<file path="src/common/cal_pkg.sv">
// package: calibration register access constants and types
package cal_pkg;
  localparam int WORD_W = 16;
  localparam int DATA_W = 14;
  localparam int NUM_DAC = 8;
  localparam int NUM_REGS = 10;
  localparam int PTR_W = 4;
  // pointer order: gain, offset, dac1..dac8
  localparam logic [3:0] IDX_GAIN = 4'h0;
  localparam logic [3:0] IDX_OFFSET = 4'h1;
  localparam logic [3:0] IDX_DAC0 = 4'h2;
  // control word field positions
  localparam int CTL_W = 8;
  localparam int POS_TGT_LO = 0;
  localparam int POS_TGT_HI = 1;
  localparam int POS_RDB_LO = 2;
  localparam int POS_RDB_HI = 3;
  localparam int POS_KIND = 4;
  localparam int POS_CONV = 5;
  localparam int POS_STCAL = 6;
  localparam logic [1:0] RDB_CAL = 2'b10;
  localparam logic [1:0] TGT_ALL = 2'b00;
  localparam logic [1:0] TGT_GAIN_OFS = 2'b01;
  localparam logic [1:0] TGT_OFS = 2'b10;
  localparam logic [1:0] TGT_GAIN = 2'b11;
  // reset values of trim words
  localparam logic [13:0] OFFSET_NOMINAL = 14'h2000;
  localparam logic [13:0] GAIN_NOMINAL = 14'h2000;
  localparam logic [13:0] DAC_NOMINAL = 14'h2000;
  // cycles taken by one calibration step inside the device
  localparam int CAL_STEP_CYCLES = 16;
  // master clock rate expected from the host (faster variant)
  localparam int MCLK_KHZ = 4000;
  localparam int SYS_MHZ = 250;
  localparam int MCLK_DIV = (SYS_MHZ * 1000) / (2 * MCLK_KHZ);
  // four-state base so the type can ride on wire ports
  typedef enum logic [1:0] {OP_NONE, OP_CTRL, OP_WRITE, OP_READ} op_type;
  typedef enum {CAL_IDLE, CAL_DAC, CAL_GAIN, CAL_OFFSET} cal_state_type;
endpackage

</file>
<file path="src/common/cal_if.sv">
// interface: access channel between host and calibration register block
`timescale 1ns/1ns
interface cal_if;
  logic master_clock_input;
  logic conversion_trigger_n;
  logic req;
  cal_pkg::op_type op;
  logic [15:0] wdata;
  logic ack;
  logic [15:0] rdata;
  logic busy;
  modport device (input master_clock_input, input conversion_trigger_n, input req, input op, input wdata,
                  output ack, output rdata, output busy);
  modport host (output master_clock_input, output conversion_trigger_n, output req, output op,
                output wdata, input ack, input rdata, input busy);
endinterface

</file>
<file path="src/verilog/cal_device.sv">
// device end: calibration trim register bank with pointer access and self calibration
// Overview of operation
// RULE1 - ten trim registers, all host read/write
// RULE2 - calibration run updates registers by itself
// RULE3 - target select chooses ten, two, offset, gain
// RULE4 - same decoding for reads and writes
// RULE5 - host sets target select before writing
// RULE6 - readback select 10 routes trim words out
// RULE7 - pointer restarts on control write or end
// RULE8 - pointer starts at gain, offset when alone
// RULE9 - pointer advances after each access
// RULE10 - aborted sequence restarts on next control write
// RULE11 - read words carry two leading zeros
// RULE12 - mode 1 reads must finish whole sequence
// RULE13 - offset word: two zeros, fourteen bits
// RULE14 - offset settles near 0x2000 after calibration
// RULE15 - larger offset fixes negative input offset
// RULE16 - offset bits binary weighted, plus minus 5%
// RULE17 - gain word: two zeros, fourteen bits
// RULE18 - larger gain fixes smaller span, 0.975-1.025
// RULE19 - conversion starts by control write or pin
// RULE20 - host supplies 4 MHz master clock
// RULE21 - full calibration: dac, gain, then offset
// RULE22 - order gain, offset, dac one to eight
`timescale 1ns/1ns
module cal_device #(
  parameter int CAL_STEP = cal_pkg::CAL_STEP_CYCLES
) (
  input wire logic clk,
  input wire logic rst,
  cal_if.device link,
  input wire logic [13:0] offset_measured,
  input wire logic [13:0] gain_measured,
  input wire logic [13:0] dac_measured,
  output logic conv_start,
  output logic cal_kind,
  output logic [13:0] offset_trim,
  output logic [13:0] gain_trim
);
  import cal_pkg::*;

  logic [DATA_W-1:0] trim_r [NUM_REGS]; // RULE1
  logic [1:0] tgt_r;
  logic [1:0] rdb_r;
  logic kind_r;
  logic ack_r;
  logic [WORD_W-1:0] rdata_r;
  logic conv_r;
  logic trig_d_r;
  cal_state_type cal_st_r;
  logic [7:0] cal_cnt_r;
  logic [3:0] dac_idx_r;
  logic [PTR_W-1:0] ptr;
  logic last;
  logic ctrl_wr;
  logic cal_acc;
  logic step_done;

  assign ctrl_wr = link.req && link.op == OP_CTRL;
  // calibration access is ignored while a calibration run owns the bank
  assign cal_acc = link.req && (link.op == OP_WRITE || (link.op == OP_READ && rdb_r == RDB_CAL)) &&
                   cal_st_r == CAL_IDLE; // RULE4 RULE6
  assign step_done = cal_cnt_r == 8'(CAL_STEP - 1);

  // any control write restarts the pointer; this is also how an aborted sequence ends
  cal_ptr_seq u_ptr (
    .clk(clk),
    .rst(rst),
    .target_sel(tgt_r),
    .restart(ctrl_wr), // RULE10
    .step(cal_acc),
    .ptr(ptr),
    .last(last)
  );

  // control fields are latched on every control write, calibration starts included
  always_ff @(posedge clk or posedge rst)
  begin
    if (rst)
    begin
      tgt_r <= 2'b00;
      rdb_r <= 2'b00;
      kind_r <= 1'b0;
    end
    else if (ctrl_wr)
    begin
      tgt_r <= link.wdata[POS_TGT_HI:POS_TGT_LO]; // RULE3
      rdb_r <= link.wdata[POS_RDB_HI:POS_RDB_LO];
      kind_r <= link.wdata[POS_KIND];
    end
  end

  // conversion start from control bit or rising edge of the trigger pin
  // edge register resets to the pin's idle high level, so leaving reset is no edge
  always_ff @(posedge clk or posedge rst)
  begin
    if (rst)
    begin
      trig_d_r <= 1'b1;
      conv_r <= 1'b0;
    end
    else
    begin
      trig_d_r <= link.conversion_trigger_n;
      conv_r <= (ctrl_wr && link.wdata[POS_CONV]) || (link.conversion_trigger_n && !trig_d_r); // RULE19
    end
  end

  // calibration sequencer, order fixed by the target select
  always_ff @(posedge clk or posedge rst)
  begin
    if (rst)
    begin
      cal_st_r <= CAL_IDLE;
      cal_cnt_r <= 8'h00;
      dac_idx_r <= 4'h0;
    end
    else
    begin
      case (cal_st_r)
        CAL_IDLE:
        begin
          cal_cnt_r <= 8'h00;
          dac_idx_r <= 4'h0;
          if (ctrl_wr && link.wdata[POS_STCAL])
          begin
            case (link.wdata[POS_TGT_HI:POS_TGT_LO])
              TGT_ALL: cal_st_r <= CAL_DAC; // RULE21
              TGT_GAIN_OFS: cal_st_r <= CAL_GAIN;
              TGT_OFS: cal_st_r <= CAL_OFFSET;
              default: cal_st_r <= CAL_GAIN;
            endcase
          end
        end
        CAL_DAC:
        begin
          cal_cnt_r <= step_done ? 8'h00 : cal_cnt_r + 8'h01;
          if (step_done)
          begin
            dac_idx_r <= dac_idx_r + 4'h1;
            if (dac_idx_r == 4'(NUM_DAC - 1))
              cal_st_r <= CAL_GAIN; // RULE21
          end
        end
        CAL_GAIN:
        begin
          cal_cnt_r <= step_done ? 8'h00 : cal_cnt_r + 8'h01;
          if (step_done)
            cal_st_r <= (tgt_r == TGT_GAIN) ? CAL_IDLE : CAL_OFFSET; // RULE21
        end
        CAL_OFFSET:
        begin
          cal_cnt_r <= step_done ? 8'h00 : cal_cnt_r + 8'h01;
          if (step_done)
            cal_st_r <= CAL_IDLE;
        end
        default: cal_st_r <= CAL_IDLE;
      endcase
    end
  end

  // trim bank: host writes through the pointer, calibration writes measured values
  always_ff @(posedge clk or posedge rst)
  begin
    if (rst)
    begin
      trim_r[IDX_GAIN] <= GAIN_NOMINAL;
      trim_r[IDX_OFFSET] <= OFFSET_NOMINAL; // RULE14
      for (int i = 0; i < NUM_DAC; i++)
        trim_r[IDX_DAC0 + PTR_W'(i)] <= DAC_NOMINAL;
    end
    else if (cal_st_r != CAL_IDLE && step_done)
    begin
      case (cal_st_r)
        CAL_DAC: trim_r[IDX_DAC0 + dac_idx_r] <= dac_measured; // RULE2
        CAL_GAIN: trim_r[IDX_GAIN] <= gain_measured; // RULE2
        default: trim_r[IDX_OFFSET] <= offset_measured; // RULE2
      endcase
    end
    else if (cal_acc && link.op == OP_WRITE)
      trim_r[ptr] <= link.wdata[DATA_W-1:0]; // RULE13 RULE17
  end

  // every request is acknowledged, refused ones too, so the host never waits on a busy bank
  always_ff @(posedge clk or posedge rst)
  begin
    if (rst)
    begin
      ack_r <= 1'b0;
      rdata_r <= 16'h0000;
    end
    else
    begin
      ack_r <= link.req;
      if (cal_acc && link.op == OP_READ)
        rdata_r <= {2'b00, trim_r[ptr]}; // RULE11
    end
  end

  assign link.ack = ack_r;
  assign link.rdata = rdata_r;
  assign link.busy = cal_st_r != CAL_IDLE;
  assign conv_start = conv_r;
  assign cal_kind = kind_r;
  // analog side: bigger offset word lifts code, bigger gain word widens scale
  assign offset_trim = trim_r[IDX_OFFSET]; // RULE15 RULE16
  assign gain_trim = trim_r[IDX_GAIN]; // RULE18
endmodule

</file>
<file path="src/verilog/cal_ptr_seq.sv">
// calibration register pointer: reset, first entry and stepping per target select
`timescale 1ns/1ns
module cal_ptr_seq (
  input wire logic clk,
  input wire logic rst,
  input wire logic [1:0] target_sel,
  input wire logic restart,
  input wire logic step,
  output logic [cal_pkg::PTR_W-1:0] ptr,
  output logic last
);
  import cal_pkg::*;

  function automatic logic [PTR_W-1:0] first_of(input logic [1:0] sel);
    first_of = (sel == TGT_OFS) ? IDX_OFFSET : IDX_GAIN; // RULE8
  endfunction

  function automatic logic [PTR_W-1:0] count_of(input logic [1:0] sel);
    case (sel)
      TGT_ALL: count_of = PTR_W'(NUM_REGS);
      TGT_GAIN_OFS: count_of = 4'h2;
      default: count_of = 4'h1;
    endcase
  endfunction

  logic [PTR_W-1:0] pos_r;

  assign ptr = first_of(target_sel) + pos_r; // RULE22
  assign last = (pos_r == count_of(target_sel) - 4'h1);

  always_ff @(posedge clk or posedge rst)
  begin
    if (rst)
      pos_r <= 4'h0;
    else if (restart)
      pos_r <= 4'h0; // RULE7
    else if (step)
    begin
      if (last)
        pos_r <= 4'h0; // RULE7
      else
        pos_r <= pos_r + 4'h1; // RULE9
    end
  end
endmodule
</file>
<file path="src/flat_wrapper.sv">
// flat-port wrapper written by rule: the top's interface ports become plain ports
module cal_device_flat import cal_pkg::*;
#(
  parameter int CAL_STEP = cal_pkg::CAL_STEP_CYCLES
)
  (clk, rst, offset_measured, gain_measured, dac_measured, conv_start, cal_kind, offset_trim, gain_trim, link_master_clock_input, link_conversion_trigger_n, link_req, link_op, link_wdata, link_ack, link_rdata, link_busy);
  cal_if link_i ();
  input wire logic clk;
  input wire logic rst;
  input wire logic [13:0] offset_measured;
  input wire logic [13:0] gain_measured;
  input wire logic [13:0] dac_measured;
  output logic conv_start;
  output logic cal_kind;
  output logic [13:0] offset_trim;
  output logic [13:0] gain_trim;
  input wire logic [$bits(link_i.master_clock_input)-1:0] link_master_clock_input;
  input wire logic [$bits(link_i.conversion_trigger_n)-1:0] link_conversion_trigger_n;
  input wire logic [$bits(link_i.req)-1:0] link_req;
  input wire logic [$bits(link_i.op)-1:0] link_op;
  input wire logic [$bits(link_i.wdata)-1:0] link_wdata;
  output wire logic [$bits(link_i.ack)-1:0] link_ack;
  output wire logic [$bits(link_i.rdata)-1:0] link_rdata;
  output wire logic [$bits(link_i.busy)-1:0] link_busy;
  assign link_i.master_clock_input = link_master_clock_input;
  assign link_i.conversion_trigger_n = link_conversion_trigger_n;
  assign link_i.req = link_req;
  assign link_i.op = link_op;
  assign link_i.wdata = link_wdata;
  assign link_ack = link_i.ack;
  assign link_rdata = link_i.rdata;
  assign link_busy = link_i.busy;
  cal_device #(.CAL_STEP(CAL_STEP)) u_core (.clk(clk), .rst(rst), .link(link_i), .offset_measured(offset_measured), .gain_measured(gain_measured), .dac_measured(dac_measured), .conv_start(conv_start), .cal_kind(cal_kind), .offset_trim(offset_trim), .gain_trim(gain_trim));
endmodule
</file>
<file path="config.mk">
export PLATFORM = sky130hd
export DESIGN_NAME = cal_device_flat
export DESIGN_NICKNAME = d
export VERILOG_FILES = /design/src/common/cal_pkg.sv /design/src/common/cal_if.sv /design/src/verilog/cal_device.sv /design/src/verilog/cal_ptr_seq.sv /design/src/flat_wrapper.sv
export SDC_FILE = /design/constraint.sdc
export NUM_CORES = 1
export LEC_CHECK = 0
export BUFFER_PORTS_ARGS = -buffer_cell sky130_fd_sc_hd__buf_4
export CAP_MARGIN = 15
export CORE_MARGIN = 8
export CORE_UTILIZATION = 35
export DETAILED_ROUTE_END_ITERATION = 6
export PLACE_DENSITY = 0.61
export SLEW_MARGIN = 10
export SYNTH_ARGS = -nofsm -noshare
export SYNTH_HDL_FRONTEND = slang
export SYNTH_SLANG_ARGS = --single-unit
</file>
<file path="constraint.sdc">
create_clock -name clk -period 14.7 [get_ports clk]
set_input_delay 2.205 -clock clk [delete_from_list [all_inputs] [get_ports clk]]
set_output_delay 2.205 -clock clk [all_outputs]
set_load 0.05 [all_outputs]
</file>
==> out/results.ini, run 1 <==
[worst_hold_path]
worstHoldStart = u_core.gain_trim[13]
whs_path_depth = 2
hold_path_end = u_core.gain_trim[13]
worstHoldPathType = reg -> reg

[floorplan]
die-area_sq_um = 35880
die_w_microns = 189.4
start_util_pct = 35.51
design.core.area_sq_um = 29640
dieHeight_microns = 189.4
num_rows = 63
ios = 113

[grt]
first_global_vias = 8626
overflow = 0
grt_pass1_wl_mm = 53.56
grtUsageTotal_pct = 19.40
antenna_found_initial = 0
grt_max_degree = 89

[clocking]
h-tree-depth = 4
postCtsSetupBuffers = 0
cts_tree = yes
cts_sinks = 180
cts_hold_buf = 0
clock_path_buffers = 2
cts_resized = 0
clk_pin_slew_ns = 0.08
cts_buffers = 17
insertion_delay_ns = 0.45
cts-root-buf = clkbuf_16

[timing]
finalHoldViolations = 0
hold_slack_ns = 0.4951
finClkSkew_ns = 0.01410
tightestPinTransition_ns = 1.031
setup_ws_ns = 10.35
fmax_mhz = 229.9
finalSetupTns_ns = 0
period_share_pct = 29.59
slew_headroom_pct = 30.75
setup_viol = 0
grt_setup_unrepaired = no
slew_violations = 0
period_minus_slack_ns = 4.350

[placed_design]
dp_slack_ns = 10.23
port_buffers = 107
dp_hpwl_mm = 23.99
gp_congestion = 0.8486

[detailed_routing]
drt-pass1-iter-count = 5
wl_met2_mm = 16.41
drc = 0
met3_length_mm = 2.521
post_drt_wl_per_cell_microns = 23.96
first_iter_violations = 704
vias = 8611
wl_met1_mm = 14.82
wirelength_mm = 35.02
antenna_left = 0
highest_layer = met4
vias_per_cell = 5.890

[job]
max_cap_viol_count = 0

[synthesis]
synth_seq_cells = 180
synth_compound_area_share_pct = 18.41
synth_cell_types = 56
ys_seq_area_share_pct = 42.93
yosys.area_share.xor_xnor_pct = 0.4161
synth_top_family_by_area = multiplexers
synth_area_sq_um = 10530
synth_adder_area_share_pct = 1.664
yosys_warnings = 0
synthCells = 1012
synth_ff_type = dfrtp_1
synth_edf_count = 0
yosys.area_share.simple_pct = 12.09
synth_mux_area_share_pct = 18.58
async_flop_share_pct = 100.0
syn_area_per_cell_sq_um = 10.40

[critical_path]
worstPathRequired_ns = 12.49
reg2reg_from = u_core.cal_st_r[0]
worstSetupPathType = reg -> out
reg2reg_depth = 9
path_max_fanout = 30
cp-end-kind = output port
timing.rr.end = u_core.gain_trim[0]
cp.arrival_ns = 2.15
critPathLaunchType = flip-flop
r2r_slack_ns = 11.02

[power_and_ir_drop]
p_leak_nw = 5.280
vdd_drop_max_v = 0.00008298
p_per_area_nw_per_um2 = 161.3
finalPower_mw = 1.943

[final_layout]
multiInputGateArea_sq_um = 5421
final_util_pct = 40.65
num-fill-cells = 2908
drive_gt1_share_pct = 30.13
area_delta_synth_final_pct = 14.47
regArea_sq_um = 4518
diodes = 0
nNetsFinal = 1138

[outcome]
status = finished clean

placed cells by master (no fill, tap or decap), types with 7 or more instances in the layout:
cell / instances
nor2b_1: 11
clkbuf_16: 17
inv_1: 20
nand2_1: 78
o32a_1: 14
and2_1: 7
o22ai_1: 24
a22oi_1: 28
dfrtp_1: 169
buf_4: 126
a21o_1: 11
a31oi_1: 28
mux2i_1: 12
nand3_1: 32
a2bb2oi_1: 14
nand2b_1: 21
dfstp_2: 11
nor3_1: 16
ha_1: 13
o21ai_0: 89
mux4_2: 28
a21oi_1: 18
nor2_1: 69
a22o_1: 20
mux2_2: 105
o21a_1: 15
synth_stat cells (all sizes together) (14+ instances only):
cell / n / area, sq um
nand2: 78 / 292.8
nand2b: 21 / 131.4
a21oi: 23 / 156.4
o22ai: 24 / 150.1
o21a: 15 / 112.6
a22o: 20 / 175.2
buf: 48 / 347.8
nor3: 18 / 95.09
o32a: 15 / 162.7
a31oi: 28 / 175.2
o21ai: 90 / 450.4
a2bb2oi: 14 / 122.6
inv: 21 / 78.83
nand3: 33 / 165.2
ha: 14 / 175.2
dfrtp: 169 / 4229
mux2: 107 / 1205
clkbuf: 51 / 191.4
mux4: 28 / 630.6
nor2: 70 / 265.3
a22oi: 28 / 210.2
critical path, stage by stage (launching register included):
cell	delay, ns
dfrtp_1	0.40
inv_1	0.09
ha_1	0.38
inv_1	0.11
buf_4	0.42
buf_4	0.29
final cells by class:
class                           count  share of cell area (%)
Multi-Input combinational cell    713                   45.00
Inverter                           21                  0.6958
Clock buffer                       17                   3.531
Timing Repair Buffer              126                   7.851
Tap cell                          390                   4.050
Clock inverter                     15                   1.371
Sequential cell                   180                   37.50
report_power, final:
part           switching (mW)  internal (mW)  leakage (nW)
Sequential             0.0755          0.592          2.32
Clock                   0.227          0.242         0.283
Combinational           0.501          0.306          2.67
Total                   0.804           1.14          5.28
how the worst max path moves through the flow:
stage | startpoint | to | slack (ns)
after floorplan | rst | u_core.cal_cnt_r[0] | 7.63
after global placement | rst | u_core.offset_trim[6] | 10.22
after detailed placement | rst | u_core.offset_trim[6] | 10.23
after CTS | u_core.cal_st_r[0] | link_busy | 10.33
after global routing | u_core.cal_st_r[0] | link_busy | 10.26
final | u_core.cal_st_r[0] | link_busy | 10.35
stage by stage:
stage / cell area [sq um] / cells
floorplan: 10530 / 1013
global placement: 11460 / 1430
detailed placement: 11460 / 1430
CTS: 12050 / 1462
global route: 12050 / 1462
finish: 12050 / 1462
registers in the layout, summed over array words and instances (netlist names):
| name | cells |
|---|---|
| u_core.offset_trim | 14 |
| u_core.trig_d_r | 1 |
| u_core.link.ack | 1 |
| u_core.cal_st_r | 2 |
| u_core.conv_start | 1 |
| u_core.cal_cnt_r | 8 |
| u_core.tgt_r | 2 |
| u_core.link.rdata | 14 |
| u_core.u_ptr.pos_r | 4 |
| u_core.gain_trim | 14 |
| u_core.rdb_r | 2 |
| u_core.dac_idx_r | 4 |
| u_core.cal_kind | 1 |
| u_core.trim_r | 112 |
cells by family (layout without fill, tap and decap cells):
kind of cell,after synthesis,in the layout
adder cells (fa/ha/maj),14,14
multiplexers,147,147
AND/OR/NAND/NOR,262,262
other,1,2
flip-flops,180,180
AO/OA/AOI/OAI,283,283
buffers and inverters,120,179
XOR/XNOR,5,5
layer usage:
layer  track usage (%)  up-vias
li1                  -     3811
met1             25.87     4356
met2             30.20      376
met3             3.495       68
met4             8.960        0
met5                 0        -
Note: power is estimated with default switching activity, not from simulation.
==> run 2: changes to the inputs <==
- PLACE_DENSITY: 0.61 -> 0.63
- clock period: 14.7 -> 3.8 ns (I/O delays scaled with it)
==> out/results.ini, run 2 (synthesis gave the netlist of run 1 again) <==
[outcome]
status = finished clean

[floorplan]
design.core.area_sq_um = 29640
dieHeight_microns = 189.4
die_w_microns = 189.4
num_rows = 63
start_util_pct = 35.51
ios = 113
die-area_sq_um = 35880

[final_layout]
regArea_sq_um = 4518
diodes = 0
final_common_cell = dfrtp_1
area_delta_synth_final_pct = 15.22
num-fill-cells = 2916
layout_common_cells = 169 x dfrtp_1, 133 x buf_4, 105 x mux2_2
drive_gt1_share_pct = 30.71
multiInputGateArea_sq_um = 5413
nNetsFinal = 1147
top_register = u_core.trim_r
largest_reg_flops = 112

[timing]
tightestPinTransition_ns = 0.9331
finalHoldViolations = 0
finalSetupTns_ns = 0
setup_viol = 0
slew_violations = 0
finClkSkew_ns = 0.01755
period_minus_slack_ns = 3.171
period_share_pct = 83.45
fmax_mhz = 315.3
slew_headroom_pct = 37.61
grt_setup_unrepaired = no
hold_slack_ns = 0.2208
setup_ws_ns = 0.6288

[clocking]
cts_hold_buf = 0
clock_path_buffers = 2
cts_sinks = 180
cts_tree = yes
postCtsSetupBuffers = 0
h-tree-depth = 4
cts_buffers = 17
clk_pin_slew_ns = 0.07
cts_resized = 0
cts-root-buf = clkbuf_16
insertion_delay_ns = 0.44

[critical_path]
worstPathRequired_ns = 4.17
worstSetupPathType = reg -> reg
cp.arrival_ns = 3.54
path_max_fanout = 15
reg2reg_from = u_core.tgt_r[1]
startpoint = u_core.tgt_r[1]
cp-end-kind = flip-flop
critPathLaunchType = flip-flop

[grt]
overflow = 0
grt_max_degree = 82
first_global_vias = 8761
grtUsageTotal_pct = 18.86
antenna_found_initial = 1
grt_pass1_wl_mm = 52.77

[detailed_routing]
vias = 8691
antenna_left = 0
first_iter_violations = 854
wirelength_mm = 34.11
drt-pass1-iter-count = 6
drc = 0
vias_per_cell = 5.908
post_drt_wl_per_cell_microns = 23.19

[power_and_ir_drop]
finalPower_mw = 7.508
p_per_area_nw_per_um2 = 619.1
p_leak_nw = 5.340
vdd_drop_max_v = 0.0003683

[worst_hold_path]
worstHoldPathType = in -> async

[placed_design]
port_buffers = 107
dp_slack_ns = 0.7277
gp_congestion = 0.8844
dp_hpwl_mm = 24.32

[job]
max_cap_viol_count = 0

## run 2: cell count changes in the layout (fill, tap and decap cells not counted)
| cell | before | now |
|---|---|---|
| buf_4 | 126 | 133 |
| buf_12 | 0 | 2 |
| clkinv_2 | 1 | 2 |
| clkinvlp_4 | 3 | 2 |
| inv_6 | 4 | 5 |
| inv_8 | 5 | 4 |
| nor4_2 | 0 | 1 |
| nor4_4 | 3 | 2 |
## run 2: report_power, final
group	internal (mW)	leakage (nW)	total [mW]	switching [mW]
Sequential	2.29	2.32	2.58	0.289
Combinational	1.20	2.73	3.13	1.93
Clock	0.937	0.289	1.80	0.863
Total	4.43	5.34	7.51	3.08
## run 2: area by class of cell
| class | instances | share of cell area, % |
|---|---|---|
| Multi-Input combinational cell | 713 | 44.63 |
| Sequential cell | 180 | 37.26 |
| Timing Repair Buffer | 135 | 8.564 |
| Tap cell | 390 | 4.024 |
| Clock buffer | 17 | 3.508 |
| Clock inverter | 15 | 1.331 |
| Inverter | 21 | 0.6810 |
## run 2: layer usage
metal  track usage [%]  vias up  part of all wire, %
met5                 0        -                0.035
met4             7.727        2                  3.3
met3             3.238       64                  6.2
met2             29.98      344                   47
met1             25.11     4449                   44
li1                  -     3832                    -
## run 2: critical path: stages (launching register included)
cell	delay, ns
dfrtp_1	0.42
nor2b_1	0.15
ha_2	0.20
ha_1	0.46
nor2b_1	0.39
nor3b_1	0.32
a32oi_1	0.09
buf_4	0.22
a21oi_2	0.59
o32a_1	0.27
## run 2: through the flow
stage,util [%],cells,cell area [sq um]
CTS,40.92,1471,12130
finish,40.92,1471,12130
detailed placement,38.94,1439,11540
floorplan,-,1013,10530
global route,40.92,1471,12130
global placement,38.94,1439,11540
## run 2: worst paths after layout
kind | endpoint | slack, ns | depth (start not counted)
max in group asynchronous | u_core.trim_r[95] | 2.71 | 3
worst max-delay path | u_core.trim_r[11] | 0.63 | 9
worst min-delay path | u_core.rdb_r[0] | 0.22 | 2
min in group clk | u_core.trig_d_r | 0.24 | 1
worst min register to register | u_core.trim_r[54] | 0.50 | 1
worst max register to register | u_core.trim_r[11] | 0.63 | 9
